[config.mk]
export PLATFORM = sky130hd
export DESIGN_NAME = pwsc_sync_update
export DESIGN_NICKNAME = d
export VERILOG_FILES = /design/src/design/pwsc_pkg.sv /design/src/design/pwsc_chan_counter.sv /design/src/design/pwsc_sync_update.sv
export VERILOG_INCLUDE_DIRS = /design/src /design/src/design
export SDC_FILE = /design/constraint.sdc
export NUM_CORES = 2
export LEC_CHECK = 0
export BUFFER_PORTS_ARGS = -buffer_cell sky130_fd_sc_hd__buf_4
export CORE_ASPECT_RATIO = 1.25
export CORE_MARGIN = 1
export CORE_UTILIZATION = 40
export DETAILED_ROUTE_END_ITERATION = 6
export GPL_TIMING_DRIVEN = 0
export PLACE_DENSITY_LB_ADDON = 0.25
export SYNTH_ARGS = -nofsm -noshare
export SYNTH_HDL_FRONTEND = slang
export SYNTH_HIERARCHICAL = 1
export SYNTH_SLANG_ARGS = --single-unit
[constraint.sdc]
create_clock -name core_clk_i -period 4.9 [get_ports core_clk_i]
set_clock_uncertainty 0.15 [all_clocks]
set_input_delay 0.49 -clock core_clk_i [delete_from_list [all_inputs] [get_ports core_clk_i]]
set_output_delay 0.49 -clock core_clk_i [all_outputs]
set_load 0.05 [all_outputs]
[src/design/pwsc_consts.svh]
// Purpose: Offsets, field positions, reset values and widths of the sync-update block.
// Assumes: Byte addresses on a 12-bit register port, one 32-bit word per register.
// Notes:   Definitions only.
`ifndef PWSC_CONSTS_SVH
`define PWSC_CONSTS_SVH
`define PWSC_NCH           4
`define PWSC_AW            12
`define PWSC_VW            16
`define PWSC_UPRW          4
`define PWSC_OFF_ENA       12'h000
`define PWSC_OFF_DIS       12'h004
`define PWSC_OFF_SR        12'h008
`define PWSC_OFF_SCM       12'h00C
`define PWSC_OFF_SCUC      12'h010
`define PWSC_OFF_SCUP      12'h014
`define PWSC_OFF_SCUPUPD   12'h018
`define PWSC_OFF_ISR2      12'h01C
`define PWSC_OFF_IMR2      12'h020
`define PWSC_CH_BASE       12'h200
`define PWSC_CH_SHIFT      5
`define PWSC_SUB_CMR       5'h00
`define PWSC_SUB_PRD       5'h04
`define PWSC_SUB_PRDBUF    5'h08
`define PWSC_SUB_DTY       5'h0C
`define PWSC_SUB_DTYBUF    5'h10
`define PWSC_SUB_DT        5'h14
`define PWSC_SUB_DTBUF     5'h18
`define PWSC_SCM_UPDATE_METHOD_FIELD_LSB  16
`define PWSC_SCM_DMA_REQUEST_TIMING_MODE_BIT  20
`define PWSC_SCM_DMA_REQUEST_COMPARE_SELECT_LSB 21
`define PWSC_CMR_ALIGN_BIT 8
`define PWSC_SCUP_CNT_LSB  4
`define PWSC_UNLOCK_BIT    0
`define PWSC_WRITE_READY_FLAG_BIT      0
`define PWSC_RST_PERIOD    16'h00FF
`define PWSC_RST_DUTY      16'h0000
`endif

[src/design/pwsc_pkg.sv]
// Purpose: Types shared by the sync-update block.
// Assumes: Constants come from pwsc_consts.svh.
// Notes:   Update methods follow the two-bit method field in order.
package pwsc_pkg;
    typedef enum logic [1:0] {UPDATE_METHOD_FIELD_MANUAL, UPDATE_METHOD_FIELD_AUTO, UPDATE_METHOD_FIELD_DMA} pwsc_update_method_field_t;
    typedef enum logic {DIR_UP, DIR_DOWN} pwsc_dir_t;
endpackage

[src/design/pwsc_chan_counter.sv]
// Purpose: One channel counter with prescaler and left or center alignment.
// Assumes: Runs on the PWM master clock; cleared while disabled.
// Notes:   The period end pulse marks the start of the next PWM period.
`timescale 1ns/1ns
`include "pwsc_consts.svh"
module pwsc_chan_counter
    import pwsc_pkg::*;
#(
    parameter int VW = `PWSC_VW
) (
    // Clock and reset
    input  wire logic          core_clk_i,
    input  wire logic          sys_rst_i,
    // Configuration
    input  wire logic          en_i,
    input  wire logic [3:0]    prescale_i,
    input  wire logic [VW-1:0] period_i,
    input  wire logic          align_i,
    // Counter state
    output logic      [VW-1:0] cnt_o,
    output logic               period_end_o
);
    logic [VW-1:0] div_q, div_d, cnt_q, cnt_d;
    pwsc_dir_t     dir_q, dir_d;
    logic          end_d, end_q, tick;

    always_comb begin
        tick  = div_q == VW'((17'h1 << prescale_i) - 17'h1);
        div_d = tick ? '0 : div_q + 1'b1;
        cnt_d = cnt_q;
        dir_d = dir_q;
        end_d = 1'b0;
        if (!en_i) begin
            div_d = '0;
            cnt_d = '0;
            dir_d = DIR_UP;
        end else if (tick) begin
            unique case (dir_q)
                DIR_UP: begin
                    if (cnt_q >= period_i) begin
                        if (!align_i || period_i == '0) begin
                            cnt_d = '0;
                            end_d = 1'b1;
                        end else begin
                            cnt_d = cnt_q - 1'b1;
                            dir_d = DIR_DOWN;
                        end
                    end else begin
                        cnt_d = cnt_q + 1'b1;
                    end
                end
                DIR_DOWN: begin
                    if (cnt_q <= VW'(1)) begin
                        cnt_d = '0;
                        dir_d = DIR_UP;
                        end_d = 1'b1;
                    end else begin
                        cnt_d = cnt_q - 1'b1;
                    end
                end
            endcase
        end
    end

    always_ff @(posedge core_clk_i) begin
        if (sys_rst_i) begin
            div_q <= '0;
            cnt_q <= '0;
            dir_q <= DIR_UP;
            end_q <= 1'b0;
        end else begin
            div_q <= div_d;
            cnt_q <= cnt_d;
            dir_q <= dir_d;
            end_q <= end_d;
        end
    end

    assign cnt_o        = cnt_q;
    assign period_end_o = end_q;
endmodule

[src/design/pwsc_sync_update.sv]
// Purpose: Synchronous channel group and buffered update control of a PWM unit.
// Assumes: Single PWM master clock; register port with read data one cycle later.
// Notes:   Comparison units are outside; their match pulses arrive on cmp_match_i.
//
// Added by the designer: the address map and the plain strobed port.
`timescale 1ns/1ns
`include "pwsc_consts.svh"
// Summary of operation
// RULE1: Group shares one counter, period, alignment.
// RULE2: Per-channel member bits define one group.
// RULE3: Any member makes channel 0 member too.
// RULE4: Members use channel 0 prescale, period, alignment.
// RULE5: Channel 0 enable or disable hits all members.
// RULE6: Members still enable and disable individually.
// RULE7: Software changes membership only while disabled.
// RULE8: Method field picks manual, auto, or DMA.
// RULE9: Method 0 applies buffers only when unlocked.
// RULE10: Unlock bit reads 1 until applied.
// RULE11: Methods 1,2 auto-apply duty and update period.
// RULE12: Count update period plus one group periods.
// RULE13: Write-ready flag set when ready, read clears.
// RULE14: Write-ready interrupt gated by its mask.
// RULE15: Method 2 duty values come by DMA.
// RULE16: Method 1 software waits for write-ready first.
// RULE17: Method 0 software writes buffers, then unlocks.
// RULE18: Update period counter restarts and holds when idle.
module pwsc_sync_update
    import pwsc_pkg::*;
#(
    parameter int NCH  = `PWSC_NCH,
    parameter int VW   = `PWSC_VW,
    parameter int UPRW = `PWSC_UPRW
) (
    // Clock and reset
    input  wire logic              core_clk_i,
    input  wire logic              sys_rst_i,
    // Register port
    input  wire logic [`PWSC_AW-1:0] addr_i,
    input  wire logic [31:0]       wdata_i,
    input  wire logic              wr_i,
    input  wire logic              rd_i,
    output logic      [31:0]       rdata_o,
    // Peripheral DMA duty stream and comparison matches
    input  wire logic              dma_wr_i,
    input  wire logic [VW-1:0]     dma_data_i,
    input  wire logic [7:0]        cmp_match_i,
    output logic                   dma_req_o,
    // Waveforms and interrupt
    output logic      [NCH-1:0]    pwm_o,
    output logic                   irq_o
);
    localparam int CW = $clog2(NCH);

    logic [NCH-1:0]  en_q, en_d, sync_q, sync_d, member, pwm_d;
    logic [1:0]      update_method_field_q, update_method_field_d;
    logic            dma_request_timing_mode_q, dma_request_timing_mode_d, unlock_q, unlock_d, write_ready_flag_q, write_ready_flag_d, mask_q, mask_d;
    logic [2:0]      dma_request_compare_select_q, dma_request_compare_select_d;
    logic [UPRW-1:0] upr_q, upr_d, uprbuf_q, uprbuf_d, uprcnt_q, uprcnt_d;
    logic [CW-1:0]   ptr_q, ptr_d;
    logic [31:0]     rdata_d;
    logic            req_d, req_q, irq_d, grp_end, apply_lock, apply_auto, write_ready_flag_set;
    logic [3:0]      pre_q [NCH], pre_d [NCH], pre_eff [NCH];
    logic            alg_q [NCH], alg_d [NCH], alg_eff [NCH];
    logic [VW-1:0]   prd_q [NCH], prd_d [NCH], prd_eff [NCH];
    logic [VW-1:0]   prdb_q [NCH], prdb_d [NCH], dty_q [NCH], dty_d [NCH];
    logic [VW-1:0]   dtyb_q [NCH], dtyb_d [NCH], dt_q [NCH], dt_d [NCH];
    logic [VW-1:0]   dtb_q [NCH], dtb_d [NCH], cnt [NCH];
    logic [NCH-1:0]  pend;

    // Channel register decode, shared by the write and read paths.
    function automatic logic chan_hit(input logic [`PWSC_AW-1:0] a, input int ch);
        return a[`PWSC_AW-1:`PWSC_CH_SHIFT] ==
               (`PWSC_AW-`PWSC_CH_SHIFT)'((`PWSC_CH_BASE >> `PWSC_CH_SHIFT) + ch);
    endfunction

    // Next member at or after a channel index, wrapping to the first member.
    // Without the wrap a short group would steer the next word to a channel outside it.
    function automatic logic [CW-1:0] next_member(input logic [NCH-1:0] m,
                                                  input logic [CW-1:0] from);
        logic [CW-1:0] r;
        logic [CW-1:0] first;
        logic          hit;
        r     = '0;
        first = '0;
        hit   = 1'b0;
        for (int k = NCH - 1; k >= 0; k--) begin
            if (m[k]) first = CW'(k);
            if (m[k] && CW'(k) >= from) begin
                r   = CW'(k);
                hit = 1'b1;
            end
        end
        return hit ? r : first;
    endfunction

    // Channel 0 joins whenever any other channel does.
    assign member = (|sync_q) ? (sync_q | NCH'(1)) : '0; // RULE3 RULE2

    genvar g;
    generate
        for (g = 0; g < NCH; g++) begin : gen_chan
            assign pre_eff[g] = member[g] ? pre_q[0] : pre_q[g]; // RULE4
            assign prd_eff[g] = member[g] ? prd_q[0] : prd_q[g]; // RULE4
            assign alg_eff[g] = member[g] ? alg_q[0] : alg_q[g]; // RULE4
            pwsc_chan_counter #(.VW(VW)) u_cnt (
                .core_clk_i   (core_clk_i),
                .sys_rst_i    (sys_rst_i),
                .en_i         (en_q[g]),
                .prescale_i   (pre_eff[g]),
                .period_i     (prd_eff[g]),
                .align_i      (alg_eff[g]),
                .cnt_o        (cnt[g]),
                .period_end_o (pend[g])
            );
        end
    endgenerate

    assign grp_end    = pend[0];
    assign apply_lock = unlock_q && grp_end; // RULE9 RULE11
    assign apply_auto = (update_method_field_q != 2'(UPDATE_METHOD_FIELD_MANUAL)) && en_q[0] && grp_end
                        && uprcnt_q == upr_q; // RULE12 RULE11
    // With the match option the flag follows the selected comparison, not the update.
    assign write_ready_flag_set   = (update_method_field_q != 2'(UPDATE_METHOD_FIELD_MANUAL)) &&
                        (dma_request_timing_mode_q ? (en_q[0] && cmp_match_i[dma_request_compare_select_q]) : apply_auto); // RULE13 RULE15

    always_comb begin
        en_d = en_q; sync_d = sync_q; update_method_field_d = update_method_field_q; dma_request_timing_mode_d = dma_request_timing_mode_q; dma_request_compare_select_d = dma_request_compare_select_q;
        upr_d = upr_q; uprbuf_d = uprbuf_q; uprcnt_d = uprcnt_q; mask_d = mask_q;
        unlock_d = unlock_q; write_ready_flag_d = write_ready_flag_q; ptr_d = ptr_q; rdata_d = '0;
        pre_d = pre_q; alg_d = alg_q; prd_d = prd_q; prdb_d = prdb_q; dty_d = dty_q;
        dtyb_d = dtyb_q; dt_d = dt_q; dtb_d = dtb_q;
        // Buffered values move to the active set at a period boundary.
        for (int i = 0; i < NCH; i++) begin
            if (member[i] ? apply_lock : pend[i]) begin // RULE9
                prd_d[i] = prdb_q[i];
                dt_d[i]  = dtb_q[i];
                if (!member[i] || update_method_field_q == 2'(UPDATE_METHOD_FIELD_MANUAL)) dty_d[i] = dtyb_q[i];
            end
            if (member[i] && apply_auto) dty_d[i] = dtyb_q[i]; // RULE11
        end
        if (apply_lock) unlock_d = 1'b0; // RULE10
        if (!en_q[0]) begin
            uprcnt_d = '0; // RULE18
        end else if (apply_auto) begin
            uprcnt_d = '0; // RULE18
            upr_d    = uprbuf_q; // RULE11
        end else if (grp_end && update_method_field_q != 2'(UPDATE_METHOD_FIELD_MANUAL)) begin
            uprcnt_d = uprcnt_q + 1'b1; // RULE12
        end
        // Duty words from DMA land in member index order.
        if (write_ready_flag_set) ptr_d = next_member(member, '0); // RULE15
        if (dma_wr_i && update_method_field_q == 2'(UPDATE_METHOD_FIELD_DMA)) begin
            dtyb_d[ptr_q] = dma_data_i; // RULE15
            ptr_d = (ptr_q == CW'(NCH - 1)) ? next_member(member, '0)
                                            : next_member(member, ptr_q + 1'b1);
        end
        if (wr_i) begin
            unique case (addr_i)
                `PWSC_OFF_ENA: begin
                    en_d = en_q | wdata_i[NCH-1:0]; // RULE6
                    if (wdata_i[0]) en_d = en_d | member; // RULE5 RULE1
                end
                `PWSC_OFF_DIS: begin
                    en_d = en_q & ~wdata_i[NCH-1:0]; // RULE6
                    if (wdata_i[0]) en_d = en_d & ~member; // RULE5
                end
                // Membership is taken as written; software only changes it while idle.
                `PWSC_OFF_SCM: begin
                    sync_d  = wdata_i[NCH-1:0]; // RULE2 RULE7
                    update_method_field_d  = wdata_i[`PWSC_SCM_UPDATE_METHOD_FIELD_LSB +: 2]; // RULE8
                    dma_request_timing_mode_d  = wdata_i[`PWSC_SCM_DMA_REQUEST_TIMING_MODE_BIT];
                    dma_request_compare_select_d = wdata_i[`PWSC_SCM_DMA_REQUEST_COMPARE_SELECT_LSB +: 3];
                end
                `PWSC_OFF_SCUC: if (wdata_i[`PWSC_UNLOCK_BIT]) unlock_d = 1'b1; // RULE10
                `PWSC_OFF_SCUP: upr_d = wdata_i[UPRW-1:0];
                `PWSC_OFF_SCUPUPD: uprbuf_d = wdata_i[UPRW-1:0];
                `PWSC_OFF_IMR2: mask_d = wdata_i[`PWSC_WRITE_READY_FLAG_BIT]; // RULE14
                default: begin
                    for (int i = 0; i < NCH; i++) begin
                        if (chan_hit(addr_i, i)) begin
                            unique case (addr_i[`PWSC_CH_SHIFT-1:0])
                                `PWSC_SUB_CMR: begin
                                    pre_d[i] = wdata_i[3:0];
                                    alg_d[i] = wdata_i[`PWSC_CMR_ALIGN_BIT];
                                end
                                `PWSC_SUB_PRDBUF: prdb_d[i] = wdata_i[VW-1:0];
                                `PWSC_SUB_DTYBUF: dtyb_d[i] = wdata_i[VW-1:0];
                                `PWSC_SUB_DTBUF:  dtb_d[i]  = wdata_i[VW-1:0];
                                default: ;
                            endcase
                        end
                    end
                end
            endcase
        end
        if (rd_i) begin
            unique case (addr_i)
                `PWSC_OFF_SR:   rdata_d[NCH-1:0] = en_q;
                `PWSC_OFF_SCM:  rdata_d = {8'h00, dma_request_compare_select_q, dma_request_timing_mode_q, 2'b00, update_method_field_q, 16'h0000}
                                          | 32'(sync_q);
                `PWSC_OFF_SCUC: rdata_d[`PWSC_UNLOCK_BIT] = unlock_q; // RULE10
                `PWSC_OFF_SCUP: rdata_d = 32'({uprcnt_q, upr_q});
                `PWSC_OFF_SCUPUPD: rdata_d = 32'(uprbuf_q);
                `PWSC_OFF_ISR2: begin
                    rdata_d[`PWSC_WRITE_READY_FLAG_BIT] = write_ready_flag_q;
                    write_ready_flag_d = 1'b0; // RULE13
                end
                `PWSC_OFF_IMR2: rdata_d[`PWSC_WRITE_READY_FLAG_BIT] = mask_q;
                default: begin
                    for (int i = 0; i < NCH; i++) begin
                        if (chan_hit(addr_i, i)) begin
                            unique case (addr_i[`PWSC_CH_SHIFT-1:0])
                                `PWSC_SUB_CMR:    rdata_d = 32'({alg_q[i], 4'h0, pre_q[i]});
                                `PWSC_SUB_PRD:    rdata_d = 32'(prd_q[i]);
                                `PWSC_SUB_PRDBUF: rdata_d = 32'(prdb_q[i]);
                                `PWSC_SUB_DTY:    rdata_d = 32'(dty_q[i]);
                                `PWSC_SUB_DTYBUF: rdata_d = 32'(dtyb_q[i]);
                                `PWSC_SUB_DT:     rdata_d = 32'(dt_q[i]);
                                `PWSC_SUB_DTBUF:  rdata_d = 32'(dtb_q[i]);
                                default: ;
                            endcase
                        end
                    end
                end
            endcase
        end
        if (write_ready_flag_set) write_ready_flag_d = 1'b1; // RULE13
        req_d = write_ready_flag_set && update_method_field_q == 2'(UPDATE_METHOD_FIELD_DMA); // RULE15
        irq_d = write_ready_flag_q && mask_q; // RULE14
        // Members compare against the lead counter, so they can never drift.
        for (int i = 0; i < NCH; i++) begin
            pwm_d[i] = en_q[i] && ((member[i] ? cnt[0] : cnt[i]) < dty_q[i]); // RULE1 RULE4
        end
    end

    always_ff @(posedge core_clk_i) begin
        if (sys_rst_i) begin
            en_q <= '0; sync_q <= '0; update_method_field_q <= '0; dma_request_timing_mode_q <= 1'b0; dma_request_compare_select_q <= '0;
            upr_q <= '0; uprbuf_q <= '0; uprcnt_q <= '0; mask_q <= 1'b0;
            unlock_q <= 1'b0; write_ready_flag_q <= 1'b0; ptr_q <= '0; rdata_o <= '0;
            dma_req_o <= 1'b0; irq_o <= 1'b0; pwm_o <= '0;
            for (int i = 0; i < NCH; i++) begin
                pre_q[i] <= '0; alg_q[i] <= 1'b0;
                prd_q[i] <= `PWSC_RST_PERIOD; prdb_q[i] <= `PWSC_RST_PERIOD;
                dty_q[i] <= `PWSC_RST_DUTY; dtyb_q[i] <= `PWSC_RST_DUTY;
                dt_q[i] <= '0; dtb_q[i] <= '0;
            end
        end else begin
            en_q <= en_d; sync_q <= sync_d; update_method_field_q <= update_method_field_d; dma_request_timing_mode_q <= dma_request_timing_mode_d;
            dma_request_compare_select_q <= dma_request_compare_select_d; upr_q <= upr_d; uprbuf_q <= uprbuf_d; uprcnt_q <= uprcnt_d;
            mask_q <= mask_d; unlock_q <= unlock_d; write_ready_flag_q <= write_ready_flag_d; ptr_q <= ptr_d;
            rdata_o <= rdata_d; dma_req_o <= req_d; irq_o <= irq_d; pwm_o <= pwm_d;
            pre_q <= pre_d; alg_q <= alg_d; prd_q <= prd_d; prdb_q <= prdb_d;
            dty_q <= dty_d; dtyb_q <= dtyb_d; dt_q <= dt_d; dtb_q <= dtb_d;
        end
    end

    property p_lead_member;
        @(posedge core_clk_i) disable iff (sys_rst_i) (|sync_q) |-> member[0];
    endproperty
    a_lead_member: assert property (p_lead_member) else $error("Lead channel not in group."); // RULE3

    property p_ena_all;
        @(posedge core_clk_i) disable iff (sys_rst_i)
        (wr_i && addr_i == `PWSC_OFF_ENA && wdata_i[0]) |=> ((en_q & $past(member)) == $past(member));
    endproperty
    a_ena_all: assert property (p_ena_all) else $error("Group enable missed a member."); // RULE5

    property p_dis_all;
        @(posedge core_clk_i) disable iff (sys_rst_i)
        (wr_i && addr_i == `PWSC_OFF_DIS && wdata_i[0]) |=> ((en_q & $past(member)) == '0);
    endproperty
    a_dis_all: assert property (p_dis_all) else $error("Group disable missed a member."); // RULE5

    property p_locked_duty;
        @(posedge core_clk_i) disable iff (sys_rst_i)
        (member[0] && update_method_field_q == 2'(UPDATE_METHOD_FIELD_MANUAL) && !unlock_q) |=> $stable(dty_q[0]);
    endproperty
    a_locked_duty: assert property (p_locked_duty) else $error("Duty moved while locked."); // RULE9

    property p_unlock_clear;
        @(posedge core_clk_i) disable iff (sys_rst_i)
        (apply_lock && !(wr_i && addr_i == `PWSC_OFF_SCUC)) |=> !unlock_q ##0 dty_q[0] == $past(dtyb_q[0]) || update_method_field_q != 2'(UPDATE_METHOD_FIELD_MANUAL);
    endproperty
    a_unlock_clear: assert property (p_unlock_clear) else $error("Unlock bit not cleared."); // RULE10

    property p_upr_hold;
        @(posedge core_clk_i) disable iff (sys_rst_i) (!en_q[0]) |=> (uprcnt_q == '0);
    endproperty
    a_upr_hold: assert property (p_upr_hold) else $error("Update count ran while idle."); // RULE18

    property p_write_ready_flag_clear;
        @(posedge core_clk_i) disable iff (sys_rst_i)
        (rd_i && addr_i == `PWSC_OFF_ISR2 && !write_ready_flag_set) |=> !write_ready_flag_q;
    endproperty
    a_write_ready_flag_clear: assert property (p_write_ready_flag_clear) else $error("Status read kept flag."); // RULE13

    property p_irq_mask;
        @(posedge core_clk_i) disable iff (sys_rst_i) irq_o |-> $past(mask_q) && $past(write_ready_flag_q);
    endproperty
    a_irq_mask: assert property (p_irq_mask) else $error("Interrupt while masked."); // RULE14

    property p_unlock_hold;
        @(posedge core_clk_i) disable iff (sys_rst_i) (unlock_q && !grp_end) |=> unlock_q;
    endproperty
    a_unlock_hold: assert property (p_unlock_hold) else $error("Unlock bit dropped early."); // RULE10

    property p_auto_duty;
        @(posedge core_clk_i) disable iff (sys_rst_i)
        (member[0] && update_method_field_q != 2'(UPDATE_METHOD_FIELD_MANUAL) && !apply_auto) |=> $stable(dty_q[0]);
    endproperty
    a_auto_duty: assert property (p_auto_duty) else $error("Duty moved between updates."); // RULE11

    property p_dma_req;
        @(posedge core_clk_i) disable iff (sys_rst_i)
        dma_req_o |-> $past(update_method_field_q) == 2'(UPDATE_METHOD_FIELD_DMA);
    endproperty
    a_dma_req: assert property (p_dma_req) else $error("Request outside DMA method."); // RULE15
endmodule

==> results.json <==
{
  "status": "finished, violations left",
  "failed_checks": "design-rule violations, max-capacitance violations, max-slew violations",
  "path_class": "reg2reg",
  "dp.cells": 5665,
  "cp-end-kind": "register",
  "syn_area_sq_mm": 0.0353,
  "r2r_cells": 19,
  "die-area_sq_mm": 0.0895,
  "wl_um": 165000,
  "area_delta_synth_final_pct": 13.8,
  "wl_per_cell_um": 28.4,
  "track_usage": 0.363,
  "cts_made_buffers": 71,
  "root_buffer": "clkbuf_16",
  "postRouteAntennaNets": 0,
  "synth_seq_cells": 599,
  "dr.pass1.iters": 7,
  "via_per_inst": 6.06,
  "maxSlewHeadroom": -0.0594,
  "p_per_area_mw_per_mm2": 275,
  "path_common_cell": "buf_2",
  "final.min_clock_period_ns": 4.72,
  "synth_top_cell_area_share": 0.339,
  "power_frac_clock": 0.514,
  "final_cells": 5814,
  "drtIter0Drc": 3717,
  "cp_data_arrival_time_ns": 5.12,
  "layout-drive-gt1-share": 0.123,
  "dp_hpwl_um": 126000,
  "p_sw_mw": 2.76,
  "rsz0062_at_grt": "no",
  "clock-sinks": 599,
  "h-tree-depth": 3,
  "overflow": 0,
  "multi_input_area_sq_mm": 0.0213,
  "period_share": 0.962,
  "p_comb_frac": 0.046,
  "final_cell_area_sq_mm": 0.0402,
  "crit_chain": "buf_8, buf_6, mux2_2, buf_2, buf_2, nor3_4, nand2_1, ha_1, buf_2, xnor2_1, xnor2_1, a2111oi_2, nand4_1, nor4_4, buf_4, and3_4, buf_4, a21oi_1, a21oi_1",
  "core_area_sq_mm": 0.0874,
  "clock_path_buffers": 3,
  "cp_max_fo": 10,
  "ir_drop_mv": 0.331,
  "start_util": 0.405,
  "hp-class": "in2reg",
  "path_clk_slew_ns": 0.06,
  "yosysSeqAreaShare": 0.339,
  "tightest_slew_ns": 1.59,
  "synth_area_per_cell_sq_um": 8.03,
  "holdWs_ns": 0.0278,
  "clock.fmax_mhz": 212,
  "io_pins": 111,
  "regToRegEndpoint": "gen_chan[3].u_cnt/cnt_o[6]$_SDFFE_PP0N_",
  "grt_pass1_vias": 32900,
  "finalSetupTns_ns": 0,
  "clk_latency_ns": 0.66,
  "setup_viol": 0,
  "grt_antenna_before_repair": 9,
  "yosys-top-cells-area": "dfxtp_1, nand2_1, mux2i_1",
  "hold_viol_final": 0,
  "synth-main-ff-cell": "dfxtp_1",
  "async_reset_ff_frac": 0,
  "route.detailed.drc": 10,
  "timing.rr.start": "sync_q[3]$_SDFFE_PP0P_",
  "critical-path-max-stage-delay_ns": 0.42,
  "whs_endpoint": "dtyb_q[52]$_SDFF_PP0_",
  "fillers": 8784,
  "synth_commonest_cells": "nand2_1, dfxtp_1, a21oi_1",
  "dr_total_vias": 35200,
  "yosys.cell_types.count": 110,
  "grt_max_degree": 20,
  "fp.dieW_um": 268,
  "rrSetupSlack_ns": 0.18,
  "worstHoldStart": "wdata_i[4]",
  "synth_most_common_cell": "nand2_1",
  "p_int_mw": 8.32,
  "yosysWarningCount": 6,
  "port_buffers": 88,
  "synth_edf_count": 0,
  "min_path_cells": 3,
  "start_kind": "register",
  "rows": 121,
  "switching_share": 0.249,
  "cts_tree": "yes",
  "regArea_sq_mm": 0.0120,
  "nets": 4807,
  "slew_viol_final": 33,
  "drv_cap": 3,
  "routabilityCongestion": 1.02,
  "place_area_sq_mm": 0.0375,
  "required_ns": 5.30,
  "syn_inst": 4399,
  "power_leakage_nw": 15.8,
  "fp.dieH_um": 334,
  "p_seq_frac": 0.440,
  "yosysTopAreaCell": "dfxtp_1",
  "cp_slowest_cell": "nor4_4",
  "grt_pass1_wl_um": 234000
}
[layout by cell type, fill, tap and decap left out, drive strengths merged, types with 12 or more instances in the layout]
master   instances
ha             150
nand2          739
nor3            72
a21o            17
inv            187
a2111oi         16
mux2           114
a21oi          417
mux2i          208
o21ai          149
xnor2           30
nor3b           12
o211ai          33
a211oi          76
a31oi           21
nor2b           43
and3            58
xor2            49
nand2b          39
clkinv          16
buf            234
a22oi           50
dfxtp          599
a221oi          55
or4             19
and2            17
nor4            30
o22ai           15
nand4           38
nor2           369
a311oi          20
clkbuf         265
o21a            16
or3             23
a222oi          15
nand3b          70
nand3          116
[per-stage QoR]
stage               power (mW)   util  setup WS (ns)
finish                    11.1  0.460          0.184
global route              11.3  0.460        0.00939
CTS                       11.1  0.459         0.0279
detailed placement        5.46  0.430          -1.18
global placement          5.46  0.429          -1.21
floorplan                 5.18      -          0.274
[cell families after synthesis]
family,Yosys count,synth area share
fa+ha+maj,150,0.0531
flops,599,0.339
compound gates,1062,0.199
xor+xnor,79,0.0196
simple gates,1699,0.231
mux,324,0.0965
buf+inv,485,0.0612
other cells,1,0.000106
[power groups by stage]
stage                     Clock (mW)  Sequential, mW  Combinational, mW
after floorplan                    0            4.98              0.202
after global placement             0            4.98              0.486
after detailed placement           0            4.98              0.484
after CTS                       5.74            4.87              0.488
after global routing            5.92            4.87              0.504
final                           5.69            4.87              0.513
[routing by layer]
metal	vias up	routed length (um)	track usage
met2	1801	71200	0.550
met1	16800	64900	0.446
met4	4	14700	0.284
met3	529	14200	0.0748
li1	16100	-	-
met5	-	23	0
[final cells by class]
cell class / instances / area share
antenna: 7 / 0.000436
tap: 1168 / 0.0363
buffer: 301 / 0.0378
multi-input combinational: 3324 / 0.529
timing repair buffer: 106 / 0.0202
sequential: 599 / 0.298
clock inverter: 30 / 0.00983
inverter: 181 / 0.0169
clock buffer: 98 / 0.0512
[worst max-delay path: cells and delay by family, from the launching register on]
| kind | cells | cell delay [ns] |
|---|---|---|
| flops | 1 | 0.39 |
| mux | 1 | 0.40 |
| buf+inv | 7 | 1.43 |
| compound gates | 3 | 0.63 |
| simple gates | 5 | 1.13 |
| fa+ha+maj | 1 | 0.21 |
| xor+xnor | 2 | 0.30 |
[worst max-delay path by stage]
stage | from | endpoint | slack (ns) | cells after the start
CTS | sync_q[2]$_SDFFE_PP0P_ | gen_chan[2].u_cnt/div_q[12]$_SDFF_PP0_ | 0.03 | 16
finish | sync_q[3]$_SDFFE_PP0P_ | gen_chan[3].u_cnt/cnt_o[6]$_SDFFE_PP0N_ | 0.18 | 19
detailed placement | sync_q[3]$_SDFFE_PP0P_ | gen_chan[3].u_cnt/div_q[9]$_SDFF_PP0_ | -1.18 | 18
global route | sync_q[3]$_SDFFE_PP0P_ | gen_chan[3].u_cnt/cnt_o[6]$_SDFFE_PP0N_ | 0.009 | 19
global placement | sync_q[3]$_SDFFE_PP0P_ | gen_chan[3].u_cnt/div_q[12]$_SDFF_PP0_ | -1.21 | 18
floorplan | sync_q[1]$_SDFFE_PP0P_ | gen_chan[1].u_cnt/cnt_o[14]$_SDFFE_PP0N_ | 0.27 | 17
[timing repair]
item	in CTS	in global routing
endpoints found under the setup margin	102	73
setup buffers	3	8
resized for setup	15	18
pin swaps	1	2
hold endpoints to repair	6	0
hold buffers	6	0
[flip-flops by register name, summed over array words and instances (netlist names), 3 cells and up]
| register | count |
|---|---|
| gen_chan.u_cnt/cnt_o | 64 |
| dtyb_q | 64 |
| dma_request_compare_select_q | 3 |
| gen_chan.u_cnt/period_end_o | 4 |
| dty_q | 64 |
| upr_q | 4 |
| prd_eff | 16 |
| rdata_o | 22 |
| uprbuf_q | 4 |
| pre_q | 12 |
| prd_q | 48 |
| alg_q | 3 |
| gen_chan.u_cnt/div_q | 64 |
| prdb_q | 64 |
| gen_chan.u_cnt/dir_q | 4 |
| en_q | 4 |
| pwm_o | 4 |
| sync_q | 4 |
| pre_eff | 4 |
| uprcnt_q | 4 |
| dt_q | 64 |
| dtb_q | 64 |
Power figures use the tool's default switching activity.
